==> src/cifam_pkg.sv <==
`default_nettype none
package cifam_pkg;
  // ==========================================================
  // register map (byte addresses, one aligned word each)
  // ==========================================================
  localparam logic [31:0] IF1_ID_MASK_LOW_ADDR  = 32'h4005_0028;
  localparam logic [31:0] IF1_ID_MASK_HIGH_ADDR = 32'h4005_002c;
  localparam logic [31:0] IF2_ID_MASK_LOW_ADDR  = 32'h4005_0088;
  localparam logic [31:0] IF2_ID_MASK_HIGH_ADDR = 32'h4005_008c;

  // ==========================================================
  // field positions
  // ==========================================================
  localparam int LOW_FIELD_LSB    = 0;
  localparam int LOW_FIELD_W      = 16;
  localparam int HIGH_FIELD_LSB   = 0;
  localparam int HIGH_FIELD_W     = 13;
  localparam int HIGH_RSVD_POS    = 13;
  localparam int DIR_EN_POS       = 14;
  localparam int EXT_EN_POS       = 15;
  localparam int STD_ID_LSB       = 18;
  localparam int CMD_WR_RD_POS    = 7;

  // ==========================================================
  // reset values
  // ==========================================================
  localparam logic [15:0] LOW_FIELD_RST  = 16'hffff;
  localparam logic [12:0] HIGH_FIELD_RST = 13'h0fff;
  localparam logic        HIGH_RSVD_VAL  = 1'b1;
  localparam logic        DIR_EN_RST     = 1'b1;
  localparam logic        EXT_EN_RST     = 1'b1;
  localparam logic        CMD_READ_XFER  = 1'b0;

  // ==========================================================
  // types
  // ==========================================================
  // same layout as the mask word of a stored message object
  typedef struct packed {
    logic        extended_flag_mask_enable;
    logic        direction_mask_enable;
    logic [28:0] id_mask;
  } cifam_mask_type;

  localparam cifam_mask_type MASK_RST = '{
    extended_flag_mask_enable: EXT_EN_RST,
    direction_mask_enable:     DIR_EN_RST,
    id_mask:                   {HIGH_FIELD_RST, LOW_FIELD_RST}
  };

  typedef struct packed {
    logic       valid;
    logic       if_sel;       // 0: interface one, 1: interface two
    logic [7:0] cmd_mask;     // command mask byte, bit 7 direction
    logic       mask_access;  // move the mask word at all
    logic [5:0] obj_num;
  } cifam_cmd_type;

  typedef struct packed {
    logic           valid;
    logic [28:0]    rx_id;
    logic           rx_dir;
    logic           rx_ext;
    logic [28:0]    obj_id;
    logic           obj_dir;
    logic           extended_id_flag;
    cifam_mask_type obj_mask;
  } cifam_filt_type;

  typedef enum logic [2:0] {
    ST_IDLE = 3'b001,
    ST_READ = 3'b010,
    ST_LOAD = 3'b100
  } cifam_state_type;
endpackage : cifam_pkg
`default_nettype wire

==> src/cifam_regs.sv <==
// Summary of operation
// - command bit 7 at 0 copies the requested object into the buffer
// - buffer mask fields share the stored message object layout bit for bit
// - identifier mask bit 0 lets that received bit never block a match
// - identifier mask bit 1 compares received against stored bit, except bits 17:0 when the object has extended flag 0
// - bit 14 includes direction in filtering when 1, resets to 1
// - bit 15 includes extended flag in filtering when 1, resets to 1
// - low mask holds id mask 15:0, resets 0xFFFF, upper half reads 0
// - high mask holds id mask 28:16 in 12:0 reset 0xFFF, bit 13 is 1
// - two independent interfaces each own a mask set at separate addresses
// - extended flag 1 uses 29-bit id, 0 uses 11-bit standard id
//
// The implementer's own choice: strobed register access.
`timescale 1ns/100ps
`default_nettype none
module cifam_regs #(
  parameter int OBJ_NUM = 32
) (
  input  wire logic                     core_clk,
  input  wire logic                     reset_n,
  input  wire logic [31:0]              reg_addr,
  input  wire logic [31:0]              reg_wdata,
  input  wire logic                     reg_wr,
  input  wire logic                     reg_rd,
  output var  logic [31:0]              reg_rdata,
  input  wire cifam_pkg::cifam_cmd_type cmd_req,
  output var  logic                     busy,
  output var  logic                     ram_rd,
  output var  logic                     ram_wr,
  output var  logic [5:0]               ram_addr,
  output var  cifam_pkg::cifam_mask_type ram_wdata,
  input  wire cifam_pkg::cifam_mask_type ram_rdata,
  input  wire cifam_pkg::cifam_filt_type filt_req,
  output var  logic                     filt_valid,
  output var  logic                     filt_match
);

  // ==========================================================
  // elaboration check
  // ==========================================================
  if (OBJ_NUM < 1 || OBJ_NUM > 64)
  begin : g_bad_obj_num
    $error("OBJ_NUM must lie between 1 and 64");
  end

  // ==========================================================
  // functions
  // ==========================================================
  // decode: {hit, interface two, high word}
  function automatic logic [2:0] reg_decode(input logic [31:0] a);
    logic [2:0] r;
    r = 3'b000;
    case (a)
      cifam_pkg::IF1_ID_MASK_LOW_ADDR:  r = 3'b100;
      cifam_pkg::IF1_ID_MASK_HIGH_ADDR: r = 3'b101;
      cifam_pkg::IF2_ID_MASK_LOW_ADDR:  r = 3'b110;
      cifam_pkg::IF2_ID_MASK_HIGH_ADDR: r = 3'b111;
      default:                          r = 3'b000;
    endcase
    return r;
  endfunction : reg_decode

  // acceptance test of one received frame against one object
  function automatic logic accept(input cifam_pkg::cifam_filt_type f);
    logic [28:0] care;
    logic        id_ok;
    logic        dir_ok;
    logic        ext_ok;
    care = f.obj_mask.id_mask;
    if (f.extended_id_flag == 1'b0)
    begin
      care[cifam_pkg::STD_ID_LSB-1:0] = '0;
    end
    id_ok  = ((f.rx_id ^ f.obj_id) & care) == 29'h0;
    dir_ok = !f.obj_mask.direction_mask_enable
             || (f.rx_dir == f.obj_dir);
    ext_ok = !f.obj_mask.extended_flag_mask_enable
             || (f.rx_ext == f.extended_id_flag);
    return id_ok && dir_ok && ext_ok;
  endfunction : accept

  // ==========================================================
  // mask buffer registers, one set per interface
  // ==========================================================
  cifam_pkg::cifam_mask_type mask_q [2];
  cifam_pkg::cifam_mask_type mask_d [2];
  cifam_pkg::cifam_state_type state_q;
  cifam_pkg::cifam_state_type state_d;
  logic                       load_if_q;
  logic                       load_if_d;
  logic [2:0]                 wr_dec;

  assign wr_dec = reg_decode(reg_addr);

  // a transfer load beats a same-cycle software write to that set
  always_comb
  begin
    for (int i = 0; i < 2; i++)
    begin
      mask_d[i] = mask_q[i];
      if (reg_wr && wr_dec[2] && (wr_dec[1] == i[0]))
      begin
        if (!wr_dec[0])
        begin
          mask_d[i].id_mask[15:0] =
            reg_wdata[cifam_pkg::LOW_FIELD_LSB +: cifam_pkg::LOW_FIELD_W];
        end
        else
        begin
          mask_d[i].id_mask[28:16] =
            reg_wdata[cifam_pkg::HIGH_FIELD_LSB +: cifam_pkg::HIGH_FIELD_W];
          mask_d[i].direction_mask_enable =
            reg_wdata[cifam_pkg::DIR_EN_POS];
          mask_d[i].extended_flag_mask_enable =
            reg_wdata[cifam_pkg::EXT_EN_POS];
        end
      end
      if ((state_q == cifam_pkg::ST_LOAD) && (load_if_q == i[0]))
      begin
        mask_d[i] = ram_rdata;
      end
    end
  end

  // reset values match the printed field resets
  always_ff @(posedge core_clk or negedge reset_n)
  begin
    if (!reset_n)
    begin
      mask_q[0] <= cifam_pkg::MASK_RST;
      mask_q[1] <= cifam_pkg::MASK_RST;
    end
    else
    begin
      mask_q[0] <= mask_d[0];
      mask_q[1] <= mask_d[1];
    end
  end

  // ==========================================================
  // transfer control towards message RAM
  // ==========================================================
  logic                      ram_rd_q;
  logic                      ram_rd_d;
  logic                      ram_wr_q;
  logic                      ram_wr_d;
  logic [5:0]                ram_addr_q;
  logic [5:0]                ram_addr_d;
  cifam_pkg::cifam_mask_type ram_wdata_q;
  cifam_pkg::cifam_mask_type ram_wdata_d;
  logic                      busy_q;
  logic                      busy_d;

  // requests arriving while a read is in flight are dropped
  always_comb
  begin
    state_d     = state_q;
    load_if_d   = load_if_q;
    ram_rd_d    = 1'b0;
    ram_wr_d    = 1'b0;
    ram_addr_d  = ram_addr_q;
    ram_wdata_d = ram_wdata_q;
    case (state_q)
      cifam_pkg::ST_IDLE:
      begin
        if (cmd_req.valid && cmd_req.mask_access)
        begin
          ram_addr_d = cmd_req.obj_num;
          load_if_d  = cmd_req.if_sel;
          if (cmd_req.cmd_mask[cifam_pkg::CMD_WR_RD_POS] ==
              cifam_pkg::CMD_READ_XFER)
          begin
            ram_rd_d = 1'b1;
            state_d  = cifam_pkg::ST_READ;
          end
          else
          begin
            // software has loaded the buffer beforehand
            ram_wr_d    = 1'b1;
            ram_wdata_d = mask_q[cmd_req.if_sel];
          end
        end
      end
      cifam_pkg::ST_READ:
      begin
        state_d = cifam_pkg::ST_LOAD;
      end
      cifam_pkg::ST_LOAD:
      begin
        state_d = cifam_pkg::ST_IDLE;
      end
      default:
      begin
        state_d = cifam_pkg::ST_IDLE;
      end
    endcase
    busy_d = (state_d != cifam_pkg::ST_IDLE);
  end

  // registers of the transfer path
  always_ff @(posedge core_clk or negedge reset_n)
  begin
    if (!reset_n)
    begin
      state_q     <= cifam_pkg::ST_IDLE;
      load_if_q   <= 1'b0;
      ram_rd_q    <= 1'b0;
      ram_wr_q    <= 1'b0;
      ram_addr_q  <= 6'h00;
      ram_wdata_q <= cifam_pkg::MASK_RST;
      busy_q      <= 1'b0;
    end
    else
    begin
      state_q     <= state_d;
      load_if_q   <= load_if_d;
      ram_rd_q    <= ram_rd_d;
      ram_wr_q    <= ram_wr_d;
      ram_addr_q  <= ram_addr_d;
      ram_wdata_q <= ram_wdata_d;
      busy_q      <= busy_d;
    end
  end

  // ==========================================================
  // register read port
  // ==========================================================
  logic [31:0] rdata_q;
  logic [31:0] rdata_d;
  logic [2:0]  rd_dec;

  assign rd_dec = reg_decode(reg_addr);

  // unmapped addresses read zero; reserved bits read their reset
  always_comb
  begin
    rdata_d = 32'h0000_0000;
    if (reg_rd && rd_dec[2])
    begin
      if (!rd_dec[0])
      begin
        rdata_d[15:0] = mask_q[rd_dec[1]].id_mask[15:0];
      end
      else
      begin
        rdata_d[12:0] = mask_q[rd_dec[1]].id_mask[28:16];
        rdata_d[cifam_pkg::HIGH_RSVD_POS] =
          cifam_pkg::HIGH_RSVD_VAL;
        rdata_d[cifam_pkg::DIR_EN_POS] =
          mask_q[rd_dec[1]].direction_mask_enable;
        rdata_d[cifam_pkg::EXT_EN_POS] =
          mask_q[rd_dec[1]].extended_flag_mask_enable;
      end
    end
  end

  // read data stands only in the cycle after the strobe
  always_ff @(posedge core_clk or negedge reset_n)
  begin
    if (!reset_n)
    begin
      rdata_q <= 32'h0000_0000;
    end
    else
    begin
      rdata_q <= rdata_d;
    end
  end

  // ==========================================================
  // acceptance filter
  // ==========================================================
  logic filt_valid_q;
  logic filt_valid_d;
  logic filt_match_q;
  logic filt_match_d;

  // registered so the compare tree does not reach the outputs
  always_comb
  begin
    filt_valid_d = filt_req.valid;
    filt_match_d = filt_req.valid && accept(filt_req);
  end

  // filter result register
  always_ff @(posedge core_clk or negedge reset_n)
  begin
    if (!reset_n)
    begin
      filt_valid_q <= 1'b0;
      filt_match_q <= 1'b0;
    end
    else
    begin
      filt_valid_q <= filt_valid_d;
      filt_match_q <= filt_match_d;
    end
  end

  // ==========================================================
  // outputs
  // ==========================================================
  assign reg_rdata  = rdata_q;
  assign busy       = busy_q;
  assign ram_rd     = ram_rd_q;
  assign ram_wr     = ram_wr_q;
  assign ram_addr   = ram_addr_q;
  assign ram_wdata  = ram_wdata_q;
  assign filt_valid = filt_valid_q;
  assign filt_match = filt_match_q;

endmodule : cifam_regs
`default_nettype wire

==> config.mk <==
export PLATFORM = sky130hd
export DESIGN_NAME = cifam_regs
export DESIGN_NICKNAME = d
export VERILOG_FILES = /design/src/cifam_pkg.sv /design/src/cifam_regs.sv
export SDC_FILE = /design/constraint.sdc
export NUM_CORES = 1
export LEC_CHECK = 0
export BUFFER_PORTS_ARGS = -buffer_cell sky130_fd_sc_hd__buf_2
export CORE_MARGIN = 8
export CORE_UTILIZATION = 50
export DETAILED_ROUTE_END_ITERATION = 6
export GPL_TIMING_DRIVEN = 1
export PLACE_DENSITY = 0.83
export SLEW_MARGIN = 30
export SYNTH_ARGS = -nofsm -noshare
export SYNTH_HDL_FRONTEND = slang
export SYNTH_SLANG_ARGS = --single-unit
==> constraint.sdc <==
create_clock -name core_clk -period 3.2 [get_ports core_clk]
set_input_delay 0.64 -clock core_clk [delete_from_list [all_inputs] [get_ports core_clk]]
set_output_delay 0.64 -clock core_clk [all_outputs]
set_load 0.02 [all_outputs]
## Word level (Yosys, flattened, before mapping)

Cells that the tools add are included.
W data, S select, Z words.

- Bits in registers: 124
- Input bits: 210

- Order comparisons: 2
- Equality and inequality tests: 12
- Mux-type cells: 25
- Bitwise operators: 6
- Reduce and logical (&&, ||, !) cells: 25

Operators with widths:

| cell | number |
|---|---|
| $mux W31 | 10 |
| $eq A32 B31 Y1 const B | 4 |
| $mux W16 | 3 |
| $and A29 B29 Y29 | 1 |
| $logic_not A29 Y1 | 1 |
| $xor A29 B29 Y29 | 1 |
| $mux W18 | 1 |
| $mux W15 | 1 |
| $pmux W3 S4 | 1 |
| $logic_and A1 B1 Y1 | 10 |
| $reduce_and A2 Y1 | 5 |
| $reduce_bool A2 Y1 | 4 |
| $mux W1 | 6 |
| $mux W3 | 2 |
| $pmux W3 S2 | 1 |
| $ge A2 B2 Y1 const B | 2 |
| $ne A2 B1 Y1 const B | 2 |
| $not A1 Y2 | 2 |
| $eq A3 B1 Y1 const B | 1 |
| $eq A3 B2 Y1 const B | 1 |
| $eq A3 B3 Y1 const B | 1 |
| $ne A3 B1 Y1 const B | 1 |
| $reduce_and A3 Y1 | 1 |
| $eq A1 B1 Y1 | 2 |
| other kinds (3) | 6 |

## Longest topological paths before layout

Gate-level depths: netlist of the first run.

- Word-level depth: 8
- Mapped depth: 7

## Worst setup path before layout of the first run

OpenSTA, ideal clock, no wires.

- Path kind: in2reg
- Start point: input reg_addr[20]
- End point: register rdata_q[13] (netlist: reg_rdata[13])
- Arrival time: 1.992 ns
- Data required time: 3.123 ns
- Setup slack: 1.130 ns
- Stages on the path: 5
- Buffers on the path: 1
- Path through: nor4_1 nand4_1 or4_4 buf_6 a21oi_1

- Longest elaborated chain between the ends: 8
- Elaborated cells between the ends (all ways): 12
- Those cells by class: 4 x eq/ne; 6 x mux; 1 x bitwise; 1 x reduce/logical

Ends and longest elaborated chain:

| what | RTL line | RTL |
|---|---|---|
| start: declaration | cifam_regs.sv:21 | `input wire logic [31:0] reg_addr,` |
| $eq A32 B31 Y1 | cifam_regs.sv:53 | `case (a)` |
| $pmux W3 S4 * | cifam_regs.sv:53 |  |
| $not A1 Y2 (not written as such) | cifam_regs.sv:242 | `rdata_d[15:0] = mask_q[rd_dec[1]].id_mask[15:0];` |
| $mux W31 (3 in a row) | - |  |
| $mux W16 | cifam_regs.sv:240 | `if (!rd_dec[0])` |
| $mux W16 * | cifam_regs.sv:238 | `if (reg_rd && rd_dec[2])` |
| via rdata_d[13] | cifam_regs.sv:229 | `logic [31:0] rdata_d;` |
| end signal: assignment | cifam_regs.sv:266 | `rdata_q <= rdata_d;` |
| end: declaration | cifam_regs.sv:228 | `logic [31:0] rdata_q;` |

Mark *: on every way through the listed nets, which the timed path passes. The rest lies on a longest branch. The select of a mux whose other input is x is not followed.
A chain may end at the register's enable or synchronous reset.

## Final worst setup path of the first run

- Start point: input reg_addr[20]
- End point: register rdata_q[10] (netlist: reg_rdata[10])

- Longest elaborated chain between the ends: 8
- Elaborated cells between the ends (all ways): 12
- Those cells by class: 4 x eq/ne; 6 x mux; 1 x bitwise; 1 x reduce/logical

Ends and longest elaborated chain:

| what | RTL line |
|---|---|
| $eq A32 B31 Y1 | cifam_regs.sv:53 |
| $pmux W3 S4 * | cifam_regs.sv:53 |
| $not A1 Y2 (not written as such) | cifam_regs.sv:242, cifam_regs.sv:246 |
| $mux W31 (3 in a row) | - |
| $mux W16 | cifam_regs.sv:240 |
| $mux W16 * | cifam_regs.sv:238 |
| via rdata_d[10] | cifam_regs.sv:229 |

Marked as above.

==> results.rst, run 1 <==
.. list-table::
   :header-rows: 1

   * - Metric
     - Value
   * - Wire length per cell after detailed routing
     - 19.0 µm
   * - Worst endpoint data arrival time
     - 2470 ps
   * - VDD IR-drop max
     - 0.393 mV
   * - Flop2flop setup slack
     - 1260 ps
   * - Maximum number of pins on one net before global-route repair
     - 73
   * - Standby leakage power
     - 3.96 nW
   * - Detail-routed via count per cell
     - 5.56
   * - Maximum Capacitance Violations
     - 0
   * - Number of cells on the worst reg-to-reg path
     - 7
   * - Total number of clock tree sinks
     - 124
   * - Clock network latency to the later pin of the worst-skew pair
     - 430 ps
   * - Initial DRT Pass Iterations
     - 5
   * - Final core utilization
     - 0.652
   * - Total half-perimeter wirelength after legalization and detailed placement
     - 14.8 mm
   * - Clock power frac
     - 0.468
   * - Post-route clock skew
     - 10.3 ps
   * - Wire length of the first global-routing pass
     - 32.8 mm
   * - Share of final-layout standard cells stronger than drive strength 1
     - 0.457
   * - Worst-case headroom to the max-slew limit
     - 0.553
   * - Drt first-iter violations
     - 541
   * - Detailed-route via count
     - 6010
   * - Die span in x
     - 131 µm
   * - Mean instance size in the synthesized netlist
     - 10.0 µm²
   * - Sequential area share after synthesis
     - 0.484
   * - Highest clock frequency the design can meet
     - 469 MHz
   * - Type of the tightest min-delay check
     - in2async
   * - Antenna viol nets, final
     - 0
   * - Status
     - complete, no violations
   * - DIE AREA
     - 17200 µm²
   * - Gpl congestion
     - 0.827
   * - Setup TNS
     - 0 ps
   * - Root buffer selected by CTS
     - clkbuf_16
   * - Element type at the critical path end
     - flip-flop
   * - Area grow syn2layout
     - 28.9%
   * - Post-Route WL
     - 20.6 mm
   * - GRT Residual Overflow
     - 0
   * - Data required time at the worst endpoint
     - 3530 ps
   * - DRC viols
     - 0
   * - Number of port buffers
     - 244
   * - Design internal power
     - 0.00298 W
   * - Final worst path period share
     - 0.667
   * - TritonCTS clock tree
     - built
   * - Count of warnings emitted by yosys
     - 0
   * - Final critical-path required period
     - 2130 ps
   * - Worst Setup Start Kind
     - input pin
   * - Total setup violations reported at the end of the flow
     - 0
   * - Cells after Synth
     - 663
   * - Number of levels in the clock H-tree
     - 4
   * - Flip-flop and latch count after synthesis
     - 124
   * - Unrepaired setup endpoints after global routing
     - no
   * - Power density over the cells
     - 464 nW/µm²
   * - Slew at the pin closest to its max-slew limit
     - 671 ps
   * - Critical Path Fanout Max
     - 16
   * - Proportion of total power due to net switching
     - 0.250
   * - Number of nets at the end of the flow
     - 1101
   * - Number of hold-slack violations in the final timing report
     - 0
   * - Count of distinct cell types in the synthesized netlist
     - 36
   * - Cell area after technology mapping
     - 6650 µm²
   * - CORE AREA
     - 13100 µm²
   * - Combined global-route utilization of all metal layers
     - 0.238
   * - Gates resized, CTS repair
     - 0
   * - NetSw
     - 0.000993 W
   * - Path type of the worst setup path
     - in2reg
   * - Post-route worst hold slack
     - 245 ps
   * - Io pins
     - 284
   * - Chip height
     - 131 µm
   * - Initial Utilization
     - 0.506
   * - Number of antenna violations at the first check in global routing
     - 2
   * - Max-slew violation count
     - 0
   * - Critical Path End
     - reg_rdata[10]$_DFF_PN0_
   * - Number of global-route vias before repair
     - 6346
   * - Hold-fix buffer count after cts
     - 0
   * - Critical path origin
     - reg_addr[20]
   * - Number of buffers inserted during clock tree synthesis
     - 17
   * - Terminus of the critical flop-to-flop path
     - ram_wdata[6]$_DFFE_PN1P_
   * - Number of enable flip-flop cells after synthesis
     - 0
   * - Clk pin slew, worst setup/hold paths
     - 60 ps
   * - Sequential group share of total power
     - 0.422
   * - Main synth FF type
     - dfstp_2
   * - Part of the total power dissipated in combinational logic
     - 0.110
   * - Final Total Pwr
     - 0.00397 W
   * - Share of synthesized registers carrying an async set or reset
     - 1.00
   * - Number of setup buffers added after CTS
     - 0
   * - Maximum buffer depth of the clock tree
     - 2
   * - Placement row count
     - 42
   * - Worst reg2reg path startpoint
     - state_q[0]$_DFF_PN1_
-- routing by layer --
metal	GRT usage	share of wire
met5	0	0
met4	0.0772	0.017
met3	0.0785	0.092
met2	0.419	0.52
met1	0.267	0.37
-- flip-flops by register name, indices dropped and copies added, names as in the netlist --
| register | flops |
|---|---|
| busy | 1 |
| filt_match | 1 |
| filt_valid | 1 |
| load_if_q | 1 |
| mask_q | 62 |
| ram_addr | 6 |
| ram_rd | 1 |
| ram_wdata | 31 |
| ram_wr | 1 |
| reg_rdata | 16 |
| state_q | 3 |
-- cell usage in the layout (no fill, tap or decap), drive strengths merged, types with 8 or more instances in the layout --
cell / instances
xor2: 31
o21ai: 32
nand3b: 62
mux4: 15
dfstp: 91
dfrtp: 33
clkinv: 8
buf: 258
clkbuf: 18
mux2i: 32
nor2b: 17
nand2: 101
conb: 16
a22oi: 9
nand3: 126
-- through the flow --
stage / cell area (µm²) / std cells / setup WS (ps)
after floorplan: 6700 / 678 / 1130
after global placement: 7980 / 1048 / 658
after detailed placement: 7980 / 1048 / 652
after CTS: 8560 / 1080 / 1100
after global routing: 8560 / 1081 / 930
final: 8560 / 1081 / 1070
-- cell usage after synthesis (all sizes together) (2+ instances only) --
cell type	number	area [µm²]
nand3	126	631
clkbuf	33	124
xor2	31	272
nor4	7	56.3
nand3b	62	465
or2	2	12.5
and3	2	12.5
o21ai	32	160
a22oi	9	67.6
inv	3	11.3
buf	31	196
nor2	6	22.5
nand2	101	379
nand4	5	31.3
mux4	15	338
a221oi	3	26.3
a22o	3	26.3
dfstp	91	2390
mux2i	32	320
nor4b	3	32.5
dfrtp	33	826
nor3	2	10.0
nor2b	17	106
mux2	7	78.8
-- logic make-up after synthesis --
group / share of synthesized area
AND/OR/NAND/NOR: 0.270
flip-flops: 0.484
buffers and inverters: 0.0499
multiplexers: 0.111
AO/OA/AOI/OAI: 0.0441
XOR/XNOR: 0.0409
other: 0.000564
-- worst max-delay path, stage by stage --
cell and delay (ps):
buf_2 100, nor4_1 270, nand4_1 400, or4_4 810
nor2b_1 240
-- final cells by class --
type | count | area (µm²)
well taps | 176 | 220
multi-input cells | 487 | 3190
diodes | 1 | 2.50
clock buffers | 18 | 429
inverters | 3 | 11.3
fillers | 1046 | 4570
clock inverters | 14 | 149
flip-flops and latches | 124 | 3220
repair buffers | 258 | 1340
-- power by group through the flow --
stage               clock, W  sequential, W  combinational, W
global route         0.00196        0.00168          0.000476
finish               0.00186        0.00168          0.000436
global placement           0        0.00170          0.000431
CTS                  0.00188        0.00168          0.000440
detailed placement         0        0.00170          0.000438
floorplan                  0        0.00173          0.000181
-- how the worst min path moves through the flow --
stage / start / endpoint / slack [ps] / cells after the start
after floorplan: reset_n / busy$_DFF_PN0_ / 340 / 0
after global placement: ram_wdata[3]$_DFFE_PN1P_ / ram_wdata[3]$_DFFE_PN1P_ / 470 / 2
after detailed placement: ram_wdata[3]$_DFFE_PN1P_ / ram_wdata[3]$_DFFE_PN1P_ / 470 / 2
after CTS: reset_n / reg_rdata[13]$_DFF_PN0_ / 270 / 1
after global routing: reset_n / reg_rdata[13]$_DFF_PN0_ / 310 / 1
final: reset_n / reg_rdata[13]$_DFF_PN0_ / 250 / 1
(Power assumes the default switching activity.)
==> inputs of run 2 (changes only) <==
--- a/config.mk
+++ b/config.mk
@@ -7,10 +7,10 @@
 export LEC_CHECK = 0
 export BUFFER_PORTS_ARGS = -buffer_cell sky130_fd_sc_hd__buf_2
 export CORE_MARGIN = 8
-export CORE_UTILIZATION = 50
+export CORE_UTILIZATION = 44
 export DETAILED_ROUTE_END_ITERATION = 6
 export GPL_TIMING_DRIVEN = 1
-export PLACE_DENSITY = 0.83
+export PLACE_DENSITY = 0.78
 export SLEW_MARGIN = 30
 export SYNTH_ARGS = -nofsm -noshare
 export SYNTH_HDL_FRONTEND = slang
==> constraint.sdc (replaced) <==
create_clock -name core_clk -period 1.95 [get_ports core_clk]
set_input_delay 0.39 -clock core_clk [delete_from_list [all_inputs] [get_ports core_clk]]
set_output_delay 0.39 -clock core_clk [all_outputs]
set_load 0.02 [all_outputs]
==> run 2 against run 1 <==
Effect of this change:
- critical path depth up 1
- critical endpoint is now mask_q[40]$_DFFE_PN1P_
- non-clock buffer count grew 7
- clock-buffer cell count is 4 higher
- worst hold slack lost 140 ps
- highest routed layer unchanged
- largest cell class unchanged
- clock skew is 2.9 ps higher
- first-iteration DRC count decreased by 33%
- register-to-register slack lost 1000 ps
- final cell count up 1.8%
==> results.rst, run 2 (synthesis results as in run 1) <==
.. list-table::
   :header-rows: 1

   * - Metric
     - Value
   * - Status
     - complete, no violations
   * - Number of cells on the worst reg-to-reg path
     - 6 (-1)
   * - Most common library cell in the layout ignoring fill and taps
     - buf_2
   * - Worst endpoint data arrival time
     - 2040 ps (-430 ps)
   * - Maximum buffer depth of the clock tree
     - 2 (unchanged)
   * - DRC viols
     - 0 (unchanged)
   * - Terminus of the critical flop-to-flop path
     - mask_q[40]$_DFFE_PN1P_
   * - Number of nets at the end of the flow
     - 1108 (+0.64%)
   * - Number of global-route vias before repair
     - 6492 (+2.3%)
   * - Detailed-route via count
     - 6056 (+0.77%)
   * - Maximum Capacitance Violations
     - 0 (unchanged)
   * - Worst reg2reg path startpoint
     - state_q[0]$_DFF_PN1_
   * - Critical path origin
     - state_q[0]$_DFF_PN1_
   * - Maximum number of pins on one net before global-route repair
     - 64 (-12%)
   * - Element type at the critical path end
     - flip-flop
   * - VDD IR-drop max
     - 0.588 mV (+50%)
   * - Series of cell instances along the critical path
     - nor2_1 > nand2_1 > or2_2 > buf_12 > nand3b_1 > nand3_1
   * - Total number of clock tree sinks
     - 124 (unchanged)
   * - Post-route clock skew
     - 13.1 ps (+2.88 ps)
   * - Wire length of the first global-routing pass
     - 32.9 mm (+0.29%)
   * - Number of setup buffers added after CTS
     - 0 (unchanged)
   * - Share of final-layout standard cells stronger than drive strength 1
     - 0.460 (+0.00308)
   * - Buffering stage count on the worst path with inverters included
     - 1 (unchanged)
   * - GRT Residual Overflow
     - 0 (unchanged)
   * - Total half-perimeter wirelength after legalization and detailed placement
     - 14.6 mm (-1.5%)
   * - Max incr delay on CP
     - 430 ps (-380 ps)
   * - Flop2flop setup slack
     - 240 ps (-1020 ps)
   * - Cell class contributing the biggest share of worst-path delay
     - simple AND/OR/NAND/NOR gates
   * - Final core utilization
     - 0.589 (-0.0633)
   * - Unrepaired setup endpoints after global routing
     - no
   * - Setup TNS
     - 0 ps (unchanged)
   * - Chip height
     - 139 µm (+5.8%)
   * - Data required time at the worst endpoint
     - 2280 ps (-1250 ps)
   * - Combined global-route utilization of all metal layers
     - 0.211 (-0.0267)
   * - Critical Path Fanout Max
     - 50 (+34)
   * - Initial Utilization
     - 0.444 (-0.0621)
   * - Clock network latency to the later pin of the worst-skew pair
     - 420 ps (about the same)
   * - Number of port buffers
     - 244 (unchanged)
   * - Final worst path period share
     - 0.875
   * - Number of buffers inserted during clock tree synthesis
     - 17 (unchanged)
   * - Gpl congestion
     - 0.815 (-1.5%)
   * - Post-route worst hold slack
     - 101 ps (-145 ps)
   * - Io pins
     - 284 (unchanged)
   * - Final critical-path required period
     - 1710 ps
   * - Die span in x
     - 139 µm (+5.8%)
   * - Stages on worst setup path
     - 6 (+1)
   * - Standby leakage power
     - 4.07 nW (+2.8%)
   * - Area grow syn2layout
     - 32.6%
   * - TritonCTS clock tree
     - built
   * - Post-Route WL
     - 20.4 mm (-0.98%)
   * - Commonest non-fill, non-tap cells in the layout
     - buf_2, nand3_1, nand2_1, dfstp_2, nand3b_1
   * - Worst Setup Start Kind
     - flip-flop
   * - Root buffer selected by CTS
     - clkbuf_16
   * - Most flops, register
     - mask_q
   * - Detail-routed via count per cell
     - 5.51 (-0.98%)
   * - Placement row count
     - 45 (+7.1%)
   * - Number of levels in the clock H-tree
     - 4 (unchanged)
   * - Power density over the cells
     - 766 nW/µm² (+65%)
   * - Wire length per cell after detailed routing
     - 18.5 µm (-2.7%)
   * - Type of the tightest min-delay check
     - in2reg
   * - Number of flip-flops in the largest register
     - 62 (unchanged)
   * - CORE AREA
     - 15000 µm² (+14%)
   * - Critical-path cell with the highest stage delay
     - or2_2
   * - Highest clock frequency the design can meet
     - 586 MHz
   * - Drt first-iter violations
     - 362 (-33%)
   * - Number of antenna violations at the first check in global routing
     - 1 (-1)
   * - Path type of the worst setup path
     - reg2reg
   * - Critical Path End
     - mask_q[40]$_DFFE_PN1P_
   * - Max-slew violation count
     - 0 (unchanged)
   * - Antenna viol nets, final
     - 0 (unchanged)
   * - Initial DRT Pass Iterations
     - 6 (+1)
   * - Clk pin slew, worst setup/hold paths
     - 60 ps (about the same)
   * - DIE AREA
     - 19300 µm² (+12%)
   * - Number of hold-slack violations in the final timing report
     - 0 (unchanged)
   * - Total setup violations reported at the end of the flow
     - 0 (unchanged)
-- run 2: cell count changes in the layout (fill, tap and decap cells not counted) --
cell / delta
clkinvlp_4: -2
clkbuf_8: +4
buf_12: +11
dlygate4sd3_1: +1
buf_4: -5
bufinv_16: +1
clkinv_4: -3
-- run 2: worst min-delay path by stage --
stage                 startpoint  slack, ps                endpoint  depth (start not counted)
finish              filt_req[93]        100    filt_valid$_DFF_PN0_                          1
global route        filt_req[93]         90    filt_valid$_DFF_PN0_                          1
CTS                 filt_req[93]         80    filt_valid$_DFF_PN0_                          1
detailed placement       reset_n        340  reg_rdata[3]$_DFF_PN0_                          1
global placement         reset_n        340  reg_rdata[3]$_DFF_PN0_                          1
floorplan                reset_n         90          busy$_DFF_PN0_                          0
-- run 2: report_power, final --
group	switching (W)	internal (W)	total, W
Sequential	0.0000520	0.00270	0.00275
Combinational	0.000401	0.000338	0.000739
Clock	0.00112	0.00214	0.00326
-- run 2: per-layer routing --
layer,vias to the layer above,wire (µm),global-route usage
met5,-,0,0
met4,0,261,0.0618
met3,29,1820,0.0761
met2,324,10300,0.365
met1,2918,8000,0.242
li1,2785,-,-
-- run 2: repair_timing --
item,in CTS,in global routing
endpoints found under the hold margin,3,0
hold buffers,1,0
gates resized for setup,0,0
-- run 2: final cells by class --
| cell class | instances | area (µm²) |
|---|---|---|
| antenna | 1 | 2.50 |
| clock buffer | 22 | 484 |
| clock inverter | 10 | 138 |
| fill | 1270 | 6160 |
| inverter | 3 | 11.3 |
| multi-input combinational | 487 | 3190 |
| sequential | 124 | 3220 |
| tap | 188 | 235 |
| timing repair buffer | 265 | 1530 |
-- run 2: metrics by stage --
stage          worst slack, ps  cells  total power [W]  area (µm²)
3_5_place_dp              -113   1066          0.00353        8180
4_1_cts                    266   1099          0.00682        8810
2_1_floorplan              130    678          0.00313        6700
5_1_grt                    124   1100          0.00700        8820
3_3_place_gp             -85.0   1066          0.00351        8180
6_report                   244   1100          0.00675        8820
